### src/core/cfbr_pkg.sv
// package: register map, field layout and routing codes for filter routing
package cfbr_pkg;

	// ------------------------------------------------------------
	// register offsets (16-bit registers, word index on the port)
	// ------------------------------------------------------------
	localparam logic [3:0]  ADDR_FILTER4_7  = 4'h0;
	localparam logic [3:0]  ADDR_FILTER8_11 = 4'h1;
	localparam logic [3:0]  ADDR_WORD_FOUR  = 4'h2;
	localparam logic [3:0]  ADDR_WORD_FIVE  = 4'h3;
	localparam logic [3:0]  ADDR_BUF_SELECT = 4'h4;
	localparam logic [3:0]  ADDR_ROUTE_STAT = 4'h5;

	// ------------------------------------------------------------
	// field layout and reset values
	// ------------------------------------------------------------
	localparam int          PTR_WIDTH       = 4;
	localparam int          FIELD_LO_POS    = 0;
	localparam int          FIELD_ML_POS    = 4;
	localparam int          FIELD_MH_POS    = 8;
	localparam int          FIELD_HI_POS    = 12;
	localparam int          BYTE_LO_POS     = 0;
	localparam int          BYTE_HI_POS     = 8;
	localparam logic [15:0] POINTER_RESET   = 16'h0000;
	localparam logic [3:0]  DEST_FIFO       = 4'hf;
	localparam logic [3:0]  DEST_LAST_BUF   = 4'he;
	localparam int          NUM_BUFFERS     = 15;
	localparam int          FIRST_FILTER    = 4;
	localparam int          LAST_FILTER     = 11;

	// ------------------------------------------------------------
	// carriers
	// ------------------------------------------------------------
	typedef struct packed
	{
		logic        valid;
		logic [3:0]  filter;
	} cfbr_hit_t;

	typedef struct packed
	{
		logic        valid;
		logic        to_fifo;
		logic [3:0]  buffer;
		logic [3:0]  filter;
	} cfbr_route_t;

	typedef struct packed
	{
		logic        wr;
		logic        rd;
		logic [3:0]  addr;
		logic [15:0] wdata;
	} cfbr_bus_t;

endpackage : cfbr_pkg

### src/core/cfbr_data_buffer.sv
// module: data words four and five of the fifteen receive buffers
module cfbr_data_buffer
(
	input  wire logic                     ref_clk,
	input  wire logic [3:0]               buf_index,
	input  wire logic [1:0]               wr_four,
	input  wire logic [1:0]               wr_five,
	input  wire logic [15:0]              wdata,
	input  wire logic [3:0]               rd_index,
	output logic      [15:0]              word_four,
	output logic      [15:0]              word_five
);

	// ------------------------------------------------------------
	// storage, no reset: contents undefined until written
	// ------------------------------------------------------------
	logic [15:0] mem_four [cfbr_pkg::NUM_BUFFERS];
	logic [15:0] mem_five [cfbr_pkg::NUM_BUFFERS];

	// lane bit 1 writes the upper byte, bit 0 the lower
	wire logic       wr_ok   = buf_index < 4'(cfbr_pkg::NUM_BUFFERS);
	wire logic       rd_ok   = rd_index < 4'(cfbr_pkg::NUM_BUFFERS);
	wire logic [7:0] hi_byte = wdata[cfbr_pkg::BYTE_HI_POS +: 8];
	wire logic [7:0] lo_byte = wdata[cfbr_pkg::BYTE_LO_POS +: 8];

	always_ff @(posedge ref_clk)
	begin
		if (wr_ok && wr_four[1])
			mem_four[buf_index][cfbr_pkg::BYTE_HI_POS +: 8] <= hi_byte;
		if (wr_ok && wr_four[0])
			mem_four[buf_index][cfbr_pkg::BYTE_LO_POS +: 8] <= lo_byte;
		if (wr_ok && wr_five[1])
			mem_five[buf_index][cfbr_pkg::BYTE_HI_POS +: 8] <= hi_byte;
		if (wr_ok && wr_five[0])
			mem_five[buf_index][cfbr_pkg::BYTE_LO_POS +: 8] <= lo_byte;
	end

	assign word_four = rd_ok ? mem_four[rd_index] : 16'h0000;
	assign word_five = rd_ok ? mem_five[rd_index] : 16'h0000;

endmodule : cfbr_data_buffer

### src/core/cfbr_top.sv
// module: filter 4-11 destination pointers and buffer data words 4/5
// Summary of operation
// - filter seven field routes: 0-14 buffer, 1111 FIFO
// - filter six pointer in bits 11-8
// - filter five pointer in bits 7-4
// - filter four pointer in bits 3-0
// - word four: byte 3 high, byte 2 low
// - word five: byte 5 high, byte 4 low
//
// Decided for this implementation: the register offsets and strobed register access.
module cfbr_top
(
	input  wire logic                     ref_clk,
	input  wire logic                     arst_n,
	input  wire cfbr_pkg::cfbr_bus_t      bus,
	output logic      [15:0]              rdata,
	input  wire cfbr_pkg::cfbr_hit_t      hit,
	input  wire logic                     rx_byte_we,
	input  wire logic [2:0]               rx_byte_idx,
	input  wire logic [7:0]               rx_byte,
	output cfbr_pkg::cfbr_route_t         route
);

	// ------------------------------------------------------------
	// helpers
	// ------------------------------------------------------------
	function automatic logic [1:0] lanes_for(input logic sw_hit,
		input logic rx_hit, input logic sw_other, input logic odd);
		if (sw_hit)
			lanes_for = 2'b11;
		else if (rx_hit && !sw_other)
			lanes_for = odd ? 2'b10 : 2'b01;
		else
			lanes_for = 2'b00;
	endfunction : lanes_for

	// ------------------------------------------------------------
	// registers
	// ------------------------------------------------------------
	logic [15:0] filter4_7_buffer_pointer;
	logic [15:0] filter8_11_buffer_pointer;
	logic [3:0]  buf_select;
	logic [3:0]  last_dest;
	logic [3:0]  last_filter;
	logic        last_fifo;

	wire logic [3:0] filter_four_dest   =
		filter4_7_buffer_pointer[cfbr_pkg::FIELD_LO_POS +: 4];
	wire logic [3:0] filter_five_dest   =
		filter4_7_buffer_pointer[cfbr_pkg::FIELD_ML_POS +: 4];
	wire logic [3:0] filter_six_dest    =
		filter4_7_buffer_pointer[cfbr_pkg::FIELD_MH_POS +: 4];
	wire logic [3:0] filter_seven_dest  =
		filter4_7_buffer_pointer[cfbr_pkg::FIELD_HI_POS +: 4];
	wire logic [3:0] filter_eight_dest  =
		filter8_11_buffer_pointer[cfbr_pkg::FIELD_LO_POS +: 4];
	wire logic [3:0] filter_nine_dest   =
		filter8_11_buffer_pointer[cfbr_pkg::FIELD_ML_POS +: 4];
	wire logic [3:0] filter_ten_dest    =
		filter8_11_buffer_pointer[cfbr_pkg::FIELD_MH_POS +: 4];
	wire logic [3:0] filter_eleven_dest =
		filter8_11_buffer_pointer[cfbr_pkg::FIELD_HI_POS +: 4];

	// ------------------------------------------------------------
	// address decode
	// ------------------------------------------------------------
	wire logic wr_ptr_a = bus.wr && bus.addr == cfbr_pkg::ADDR_FILTER4_7;
	wire logic wr_ptr_b = bus.wr && bus.addr == cfbr_pkg::ADDR_FILTER8_11;
	wire logic wr_sel   = bus.wr && bus.addr == cfbr_pkg::ADDR_BUF_SELECT;
	wire logic sw_four  = bus.wr && bus.addr == cfbr_pkg::ADDR_WORD_FOUR;
	wire logic sw_five  = bus.wr && bus.addr == cfbr_pkg::ADDR_WORD_FIVE;

	// ------------------------------------------------------------
	// hit routing
	// ------------------------------------------------------------
	wire logic hit_in_range = hit.valid
		&& hit.filter >= 4'(cfbr_pkg::FIRST_FILTER)
		&& hit.filter <= 4'(cfbr_pkg::LAST_FILTER);
	logic [3:0] hit_dest;
	always_comb
	begin
		case (hit.filter)
			4'h4:    hit_dest = filter_four_dest;
			4'h5:    hit_dest = filter_five_dest;
			4'h6:    hit_dest = filter_six_dest;
			4'h7:    hit_dest = filter_seven_dest;
			4'h8:    hit_dest = filter_eight_dest;
			4'h9:    hit_dest = filter_nine_dest;
			4'ha:    hit_dest = filter_ten_dest;
			4'hb:    hit_dest = filter_eleven_dest;
			default: hit_dest = 4'h0;
		endcase
	end
	wire logic        hit_fifo  = hit_dest == cfbr_pkg::DEST_FIFO;

	// ------------------------------------------------------------
	// receive bytes into the routed buffer's words four and five
	// ------------------------------------------------------------
	// bytes 2,3 land in word four, bytes 4,5 in word five
	wire logic rx_to_buf = rx_byte_we && !last_fifo;
	wire logic rx_four   = rx_to_buf && rx_byte_idx[2:1] == 2'b01;
	wire logic rx_five   = rx_to_buf && rx_byte_idx[2:1] == 2'b10;
	// odd bytes take the upper lane; a software write to word four or five drops the byte
	wire logic [15:0] cur_four;
	wire logic [15:0] cur_five;
	wire logic        sw_word    = sw_four || sw_five;
	wire logic [1:0]  lanes_four = lanes_for(sw_four, rx_four, sw_five,
		rx_byte_idx[0]);
	wire logic [1:0]  lanes_five = lanes_for(sw_five, rx_five, sw_four,
		rx_byte_idx[0]);
	wire logic [3:0]  wr_index   = sw_word ? buf_select : last_dest;
	wire logic [15:0] wr_word    = sw_word ? bus.wdata : {rx_byte, rx_byte};

	// ------------------------------------------------------------
	// buffer data words, read side follows the software select
	// ------------------------------------------------------------
	cfbr_data_buffer cfbr_data_buffer_inst
	(
		.ref_clk   (ref_clk),
		.buf_index (wr_index),
		.wr_four   (lanes_four),
		.wr_five   (lanes_five),
		.wdata     (wr_word),
		.rd_index  (buf_select),
		.word_four (cur_four),
		.word_five (cur_five)
	);

	// ------------------------------------------------------------
	// read mux
	// ------------------------------------------------------------
	logic [15:0] next_rdata;
	always_comb
	begin
		case (bus.addr)
			cfbr_pkg::ADDR_FILTER4_7:  next_rdata = filter4_7_buffer_pointer;
			cfbr_pkg::ADDR_FILTER8_11: next_rdata = filter8_11_buffer_pointer;
			cfbr_pkg::ADDR_WORD_FOUR:  next_rdata = cur_four;
			cfbr_pkg::ADDR_WORD_FIVE:  next_rdata = cur_five;
			cfbr_pkg::ADDR_BUF_SELECT: next_rdata = {12'h000, buf_select};
			cfbr_pkg::ADDR_ROUTE_STAT: next_rdata = {7'h00, last_fifo,
				last_filter, last_dest};
			default:                   next_rdata = 16'h0000;
		endcase
	end

	// ------------------------------------------------------------
	// flip-flops
	// ------------------------------------------------------------
	always_ff @(posedge ref_clk or negedge arst_n)
	begin
		if (!arst_n)
			filter4_7_buffer_pointer <= cfbr_pkg::POINTER_RESET;
		else if (wr_ptr_a)
			filter4_7_buffer_pointer <= bus.wdata;
	end

	always_ff @(posedge ref_clk or negedge arst_n)
	begin
		if (!arst_n)
			filter8_11_buffer_pointer <= cfbr_pkg::POINTER_RESET;
		else if (wr_ptr_b)
			filter8_11_buffer_pointer <= bus.wdata;
	end

	// ------------------------------------------------------------
	// software buffer select
	// ------------------------------------------------------------
	// a value of 15 selects no buffer
	always_ff @(posedge ref_clk or negedge arst_n)
	begin
		if (!arst_n)
			buf_select <= 4'h0;
		else if (wr_sel)
			buf_select <= bus.wdata[3:0];
	end

	// ------------------------------------------------------------
	// read data, one cycle after the strobe
	// ------------------------------------------------------------
	always_ff @(posedge ref_clk or negedge arst_n)
	begin
		if (!arst_n)
			rdata <= 16'h0000;
		else
			rdata <= bus.rd ? next_rdata : 16'h0000;
	end

	// ------------------------------------------------------------
	// route output
	// ------------------------------------------------------------
	always_ff @(posedge ref_clk or negedge arst_n)
	begin
		if (!arst_n)
			route <= '0;
		else
		begin
			route.valid   <= hit_in_range;
			route.to_fifo <= hit_in_range && hit_fifo;
			route.buffer  <= hit_in_range ? hit_dest : 4'h0;
			route.filter  <= hit_in_range ? hit.filter : 4'h0;
		end
	end

	// ------------------------------------------------------------
	// last routed hit
	// ------------------------------------------------------------
	// steers the receive bytes; a FIFO hit drops them
	always_ff @(posedge ref_clk or negedge arst_n)
	begin
		if (!arst_n)
		begin
			last_dest   <= 4'h0;
			last_filter <= 4'h0;
			last_fifo   <= 1'b0;
		end
		else if (hit_in_range)
		begin
			last_dest   <= hit_dest;
			last_filter <= hit.filter;
			last_fifo   <= hit_fifo;
		end
	end

endmodule : cfbr_top

### config.mk
export PLATFORM = sky130hd
export DESIGN_NAME = cfbr_top
export DESIGN_NICKNAME = d
export VERILOG_FILES = /design/src/core/cfbr_pkg.sv /design/src/core/cfbr_data_buffer.sv /design/src/core/cfbr_top.sv
export SDC_FILE = /design/constraint.sdc
export NUM_CORES = 1
export LEC_CHECK = 0
export CAP_MARGIN = 15
export CORE_ASPECT_RATIO = 1.75
export CORE_MARGIN = 8
export CORE_UTILIZATION = 40
export DETAILED_ROUTE_END_ITERATION = 16
export DONT_BUFFER_PORTS = 1
export GPL_TIMING_DRIVEN = 0
export HOLD_SLACK_MARGIN = 0.02
export PLACE_DENSITY = 0.53
export SLEW_MARGIN = 20
export SYNTH_ARGS = -nofsm -noshare
export SYNTH_HDL_FRONTEND = slang
export SYNTH_SLANG_ARGS = --single-unit
### constraint.sdc
create_clock -name ref_clk -period 6.9 [get_ports ref_clk]
set_input_delay 0 -clock ref_clk [delete_from_list [all_inputs] [get_ports ref_clk]]
set_output_delay 0 -clock ref_clk [all_outputs]
set_load 0.02 [all_outputs]
==> metrics.md <==
| Metric | Value |
|---|---|
| HP Class | `input pin to asynchronous set/reset pin` |
| Number of synthesized register bits | `between 500 and 600` |
| CP required | `~7.1 ns` |
| Final Max Tran Viols | `0` |
| Tmin final | `between 3 and 4 ns` |
| Bufs on Longest Clock Path | `3` |
| Final Hold Fails | `0` |
| Clock transition at the registers of the reported paths | `approximately 0.07 ns` |
| Leak pwr | `roughly 8.5 nW` |
| Final instance area | `0.02529 mm2` |
| CP endpoint kind | `register` |
| RSZ-0062 raised after global routing | `no` |
| Routed len/inst | `between 30 and 40 um` |
| Fin Setup TNS | `0 ns` |
| CTS Root Cell | `clkbuf_16` |
| # nets final | `around 1,500` |
| Peak VDD IR | `about 170 uV` |
| Clock skew | `0.02622 ns` |
| Synth Area per Inst | `16.80 um2` |
| Hold slack | `0.04852 ns` |
| Global Route Usage Sum | `20.67%` |
| Critical path class | `register to register` |
| Worst reg2reg path depth | `5` |
| Core Area | `between 0.05 and 0.06 mm2` |
| DRC Markers | `0` |
| Top post-synthesis cells by area | `edfxtp_1 64%, dfrtp_1 7.9%, mux4_2 6.7%, mux2i_1 5.7%, mux2_2 2.1%` |
| Place WS | `approximately 3.2 ns` |
| Effective utilization at floorplan | `40.30%` |
| Area after DPL | `0.02345 mm2` |
| GPL Wtd Cong | `0.9013` |
| Fmax | `approximately 260 MHz` |
| Yosys top cell by area | `edfxtp_1` |
| Slew HR | `approximately a quarter` |
| 1st-pass router iterations | `6` |
| Final setup violation count | `0` |
| Vias/cell | `5.853` |
| # rows | `between 100 and 150` |
| Worst slew pin tran | `about 1.1 ns` |
| P per Cell Area | `just over 300 mW/mm2` |
| Worst-path maximum fanout | `10` |
| Synth Flop Type | `edfxtp_1` |
| Final worst slack | `about 3.1 ns` |
| Vias in the first global route | `13,330` |
| Synthesis-to-layout area growth | `12.11%` |
| Max Cap Viol | `0` |
| Die H | `about 330 um` |
| Post-CTS resize count | `0` |
| GRT overflow | `0` |
| Sink Count | `551` |
| Post-synthesis sequential area ratio | `a little under three quarters` |
| Die area | `about 0.065 mm2` |
| Syn Nets | `1,388` |
| Number of buffers created by CTS | `slightly below 50` |
| Port buffer count | `0` |
| Boundary pin count | `67` |
| Largest net degree at the start of global routing | `72` |
| WL final | `approximately 66,000 um` |
| Clock Latency Late Sink | `0.61 ns` |
| Ys async rst share | `approximately 13%` |
| CTS tree | `yes` |
| Initial DRC Count | `about 1,100` |
| Dpl hpwl | `47,370 um` |
| First-pass GRT wire length | `95,270 um` |
| End of the worst register-to-register path | `cfbr_data_buffer_inst.mem_five[1][11]` |
| Ratio of cells with drive above 1 in the final layout | `between 15 and 20%` |
| Synth Cell Area | `around 0.023 mm2` |
| Die width | `around 200 um` |
| Worst setup path end | `cfbr_data_buffer_inst.mem_five[1][11]` |
| Arrival time at the worst endpoint | `roughly 4 ns` |
| Most common library cell in the layout ignoring fill and taps | `edfxtp_1` |
| Status | `complete, no violations` |
| Library cells used by synthesis | `between 50 and 60` |
| H-tree lvl count | `2` |
| Ys Warns | `0` |
| Post-route ant nets | `0` |
| Syn Inst Count | `1,343` |
| EDFF count, synth | `480` |
| Startpoint Class | `register` |
| Vias post-DR | `roughly 13,000` |
| Setup crit start | `buf_select[2]` |
| Synth top area share | `roughly 64%` |
| Worst r2r src | `buf_select[2]` |
| Most frequent cells in the layout | `480 x edfxtp_1, 129 x mux2i_1, 94 x nor2_1` |
| Fin crit share | `55.19%` |
| Initial antenna violation count | `1` |
| R2R Setup Slk | `between 3 and 4 ns` |
final cells by class:
class / instances / area, um2
flip-flops and latches: 551 / 16190
fillers: 4845 / 30680
repair buffers: 26 / 295.3
clock inverters: 22 / 158.9
multi-input cells: 702 / 5978
clock buffers: 68 / 1356
plain buffers: 84 / 400.4
well taps: 702 / 878.3
diodes: 4 / 10.01
inverters: 6 / 22.52
worst min path at each step:
| stage | startpoint | to | slack [ns] | depth (start not counted) |
|---|---|---|---|---|
| floorplan | arst_n | buf_select[0] | -0.30 | 0 |
| detailed placement | arst_n | route[9] | -0.29 | 0 |
| CTS | arst_n | route[1] | 0.04 | 3 |
| finish | arst_n | route[1] | 0.05 | 3 |
| global placement | arst_n | route[9] | -0.29 | 0 |
| global route | bus[19] | rdata[3] | 0.08 | 3 |
where the power goes:
part	internal, W	leakage (nW)	switching, W
Sequential	0.00372	5.24	0.0000652
Clock	0.00142	0.751	0.00122
Combinational	0.000480	2.49	0.000816
stage by stage:
stage	power, W	instances	util, %
floorplan	0.004644	1343	-
global placement	0.005120	2045	41.87
detailed placement	0.005134	2045	41.90
CTS	0.007775	2161	45.13
global route	0.007945	2162	45.17
finish	0.007723	2165	45.18
repair_timing:
item | 4_1_cts | 5_1_grt
hold endpoints to repair | 132 | 0
setup buffers | 0 | 0
hold buffers | 26 | 0
metal layers:
layer	global-route usage, %	wire (um)	vias up
met5	0	0	-
met4	11.09	3901	0
met3	3.630	3775	153
met2	37.74	34910	483
met1	22.53	23820	6588
li1	-	-	5448
cell usage after synthesis, types with 8 or more instances:
library cell / n
o22ai_1: 10
nand2b_1: 8
mux2i_1: 129
nor3_1: 13
dfrtp_1: 71
nand3_1: 23
a21oi_1: 21
o211ai_1: 11
nand3b_1: 10
a31oi_1: 21
edfxtp_1: 480
nand2_1: 90
a211oi_1: 9
nor2_1: 94
buf_2: 22
mux4_2: 67
a22oi_1: 30
nor2b_1: 8
clkbuf_1: 45
mux2_2: 42
o21ai_0: 42
worst max-delay path, cell delays in order (launching register included):
cell and delay (ns):
dfrtp_1 0.36, clkbuf_1 0.27, clkbuf_1 0.40, nor2_1 0.89
a31oi_1 0.55, nor2_1 0.96
state kept, by name, summed over array words and instances, names as in the netlist:
| signal | count |
|---|---|
| cfbr_data_buffer_inst.mem_five | 240 |
| cfbr_data_buffer_inst.mem_four | 240 |
| filter4_7_buffer_pointer | 16 |
| filter8_11_buffer_pointer | 16 |
| rdata | 16 |
| route | 10 |
| buf_select | 4 |
| last_dest | 4 |
| last_filter | 4 |
| last_fifo | 1 |
cell families after synthesis:
| group | after synthesis | share of synthesized area [%] |
|---|---|---|
| buffers and inverters | 90 | 1.875 |
| adders and majority gates | 4 | 0.2219 |
| muxes | 244 | 15.21 |
| AOI/OAI and AO/OA | 182 | 5.430 |
| and+or+nand+nor | 272 | 5.491 |
| DFF | 551 | 71.77 |
(Power assumes the default switching activity.)
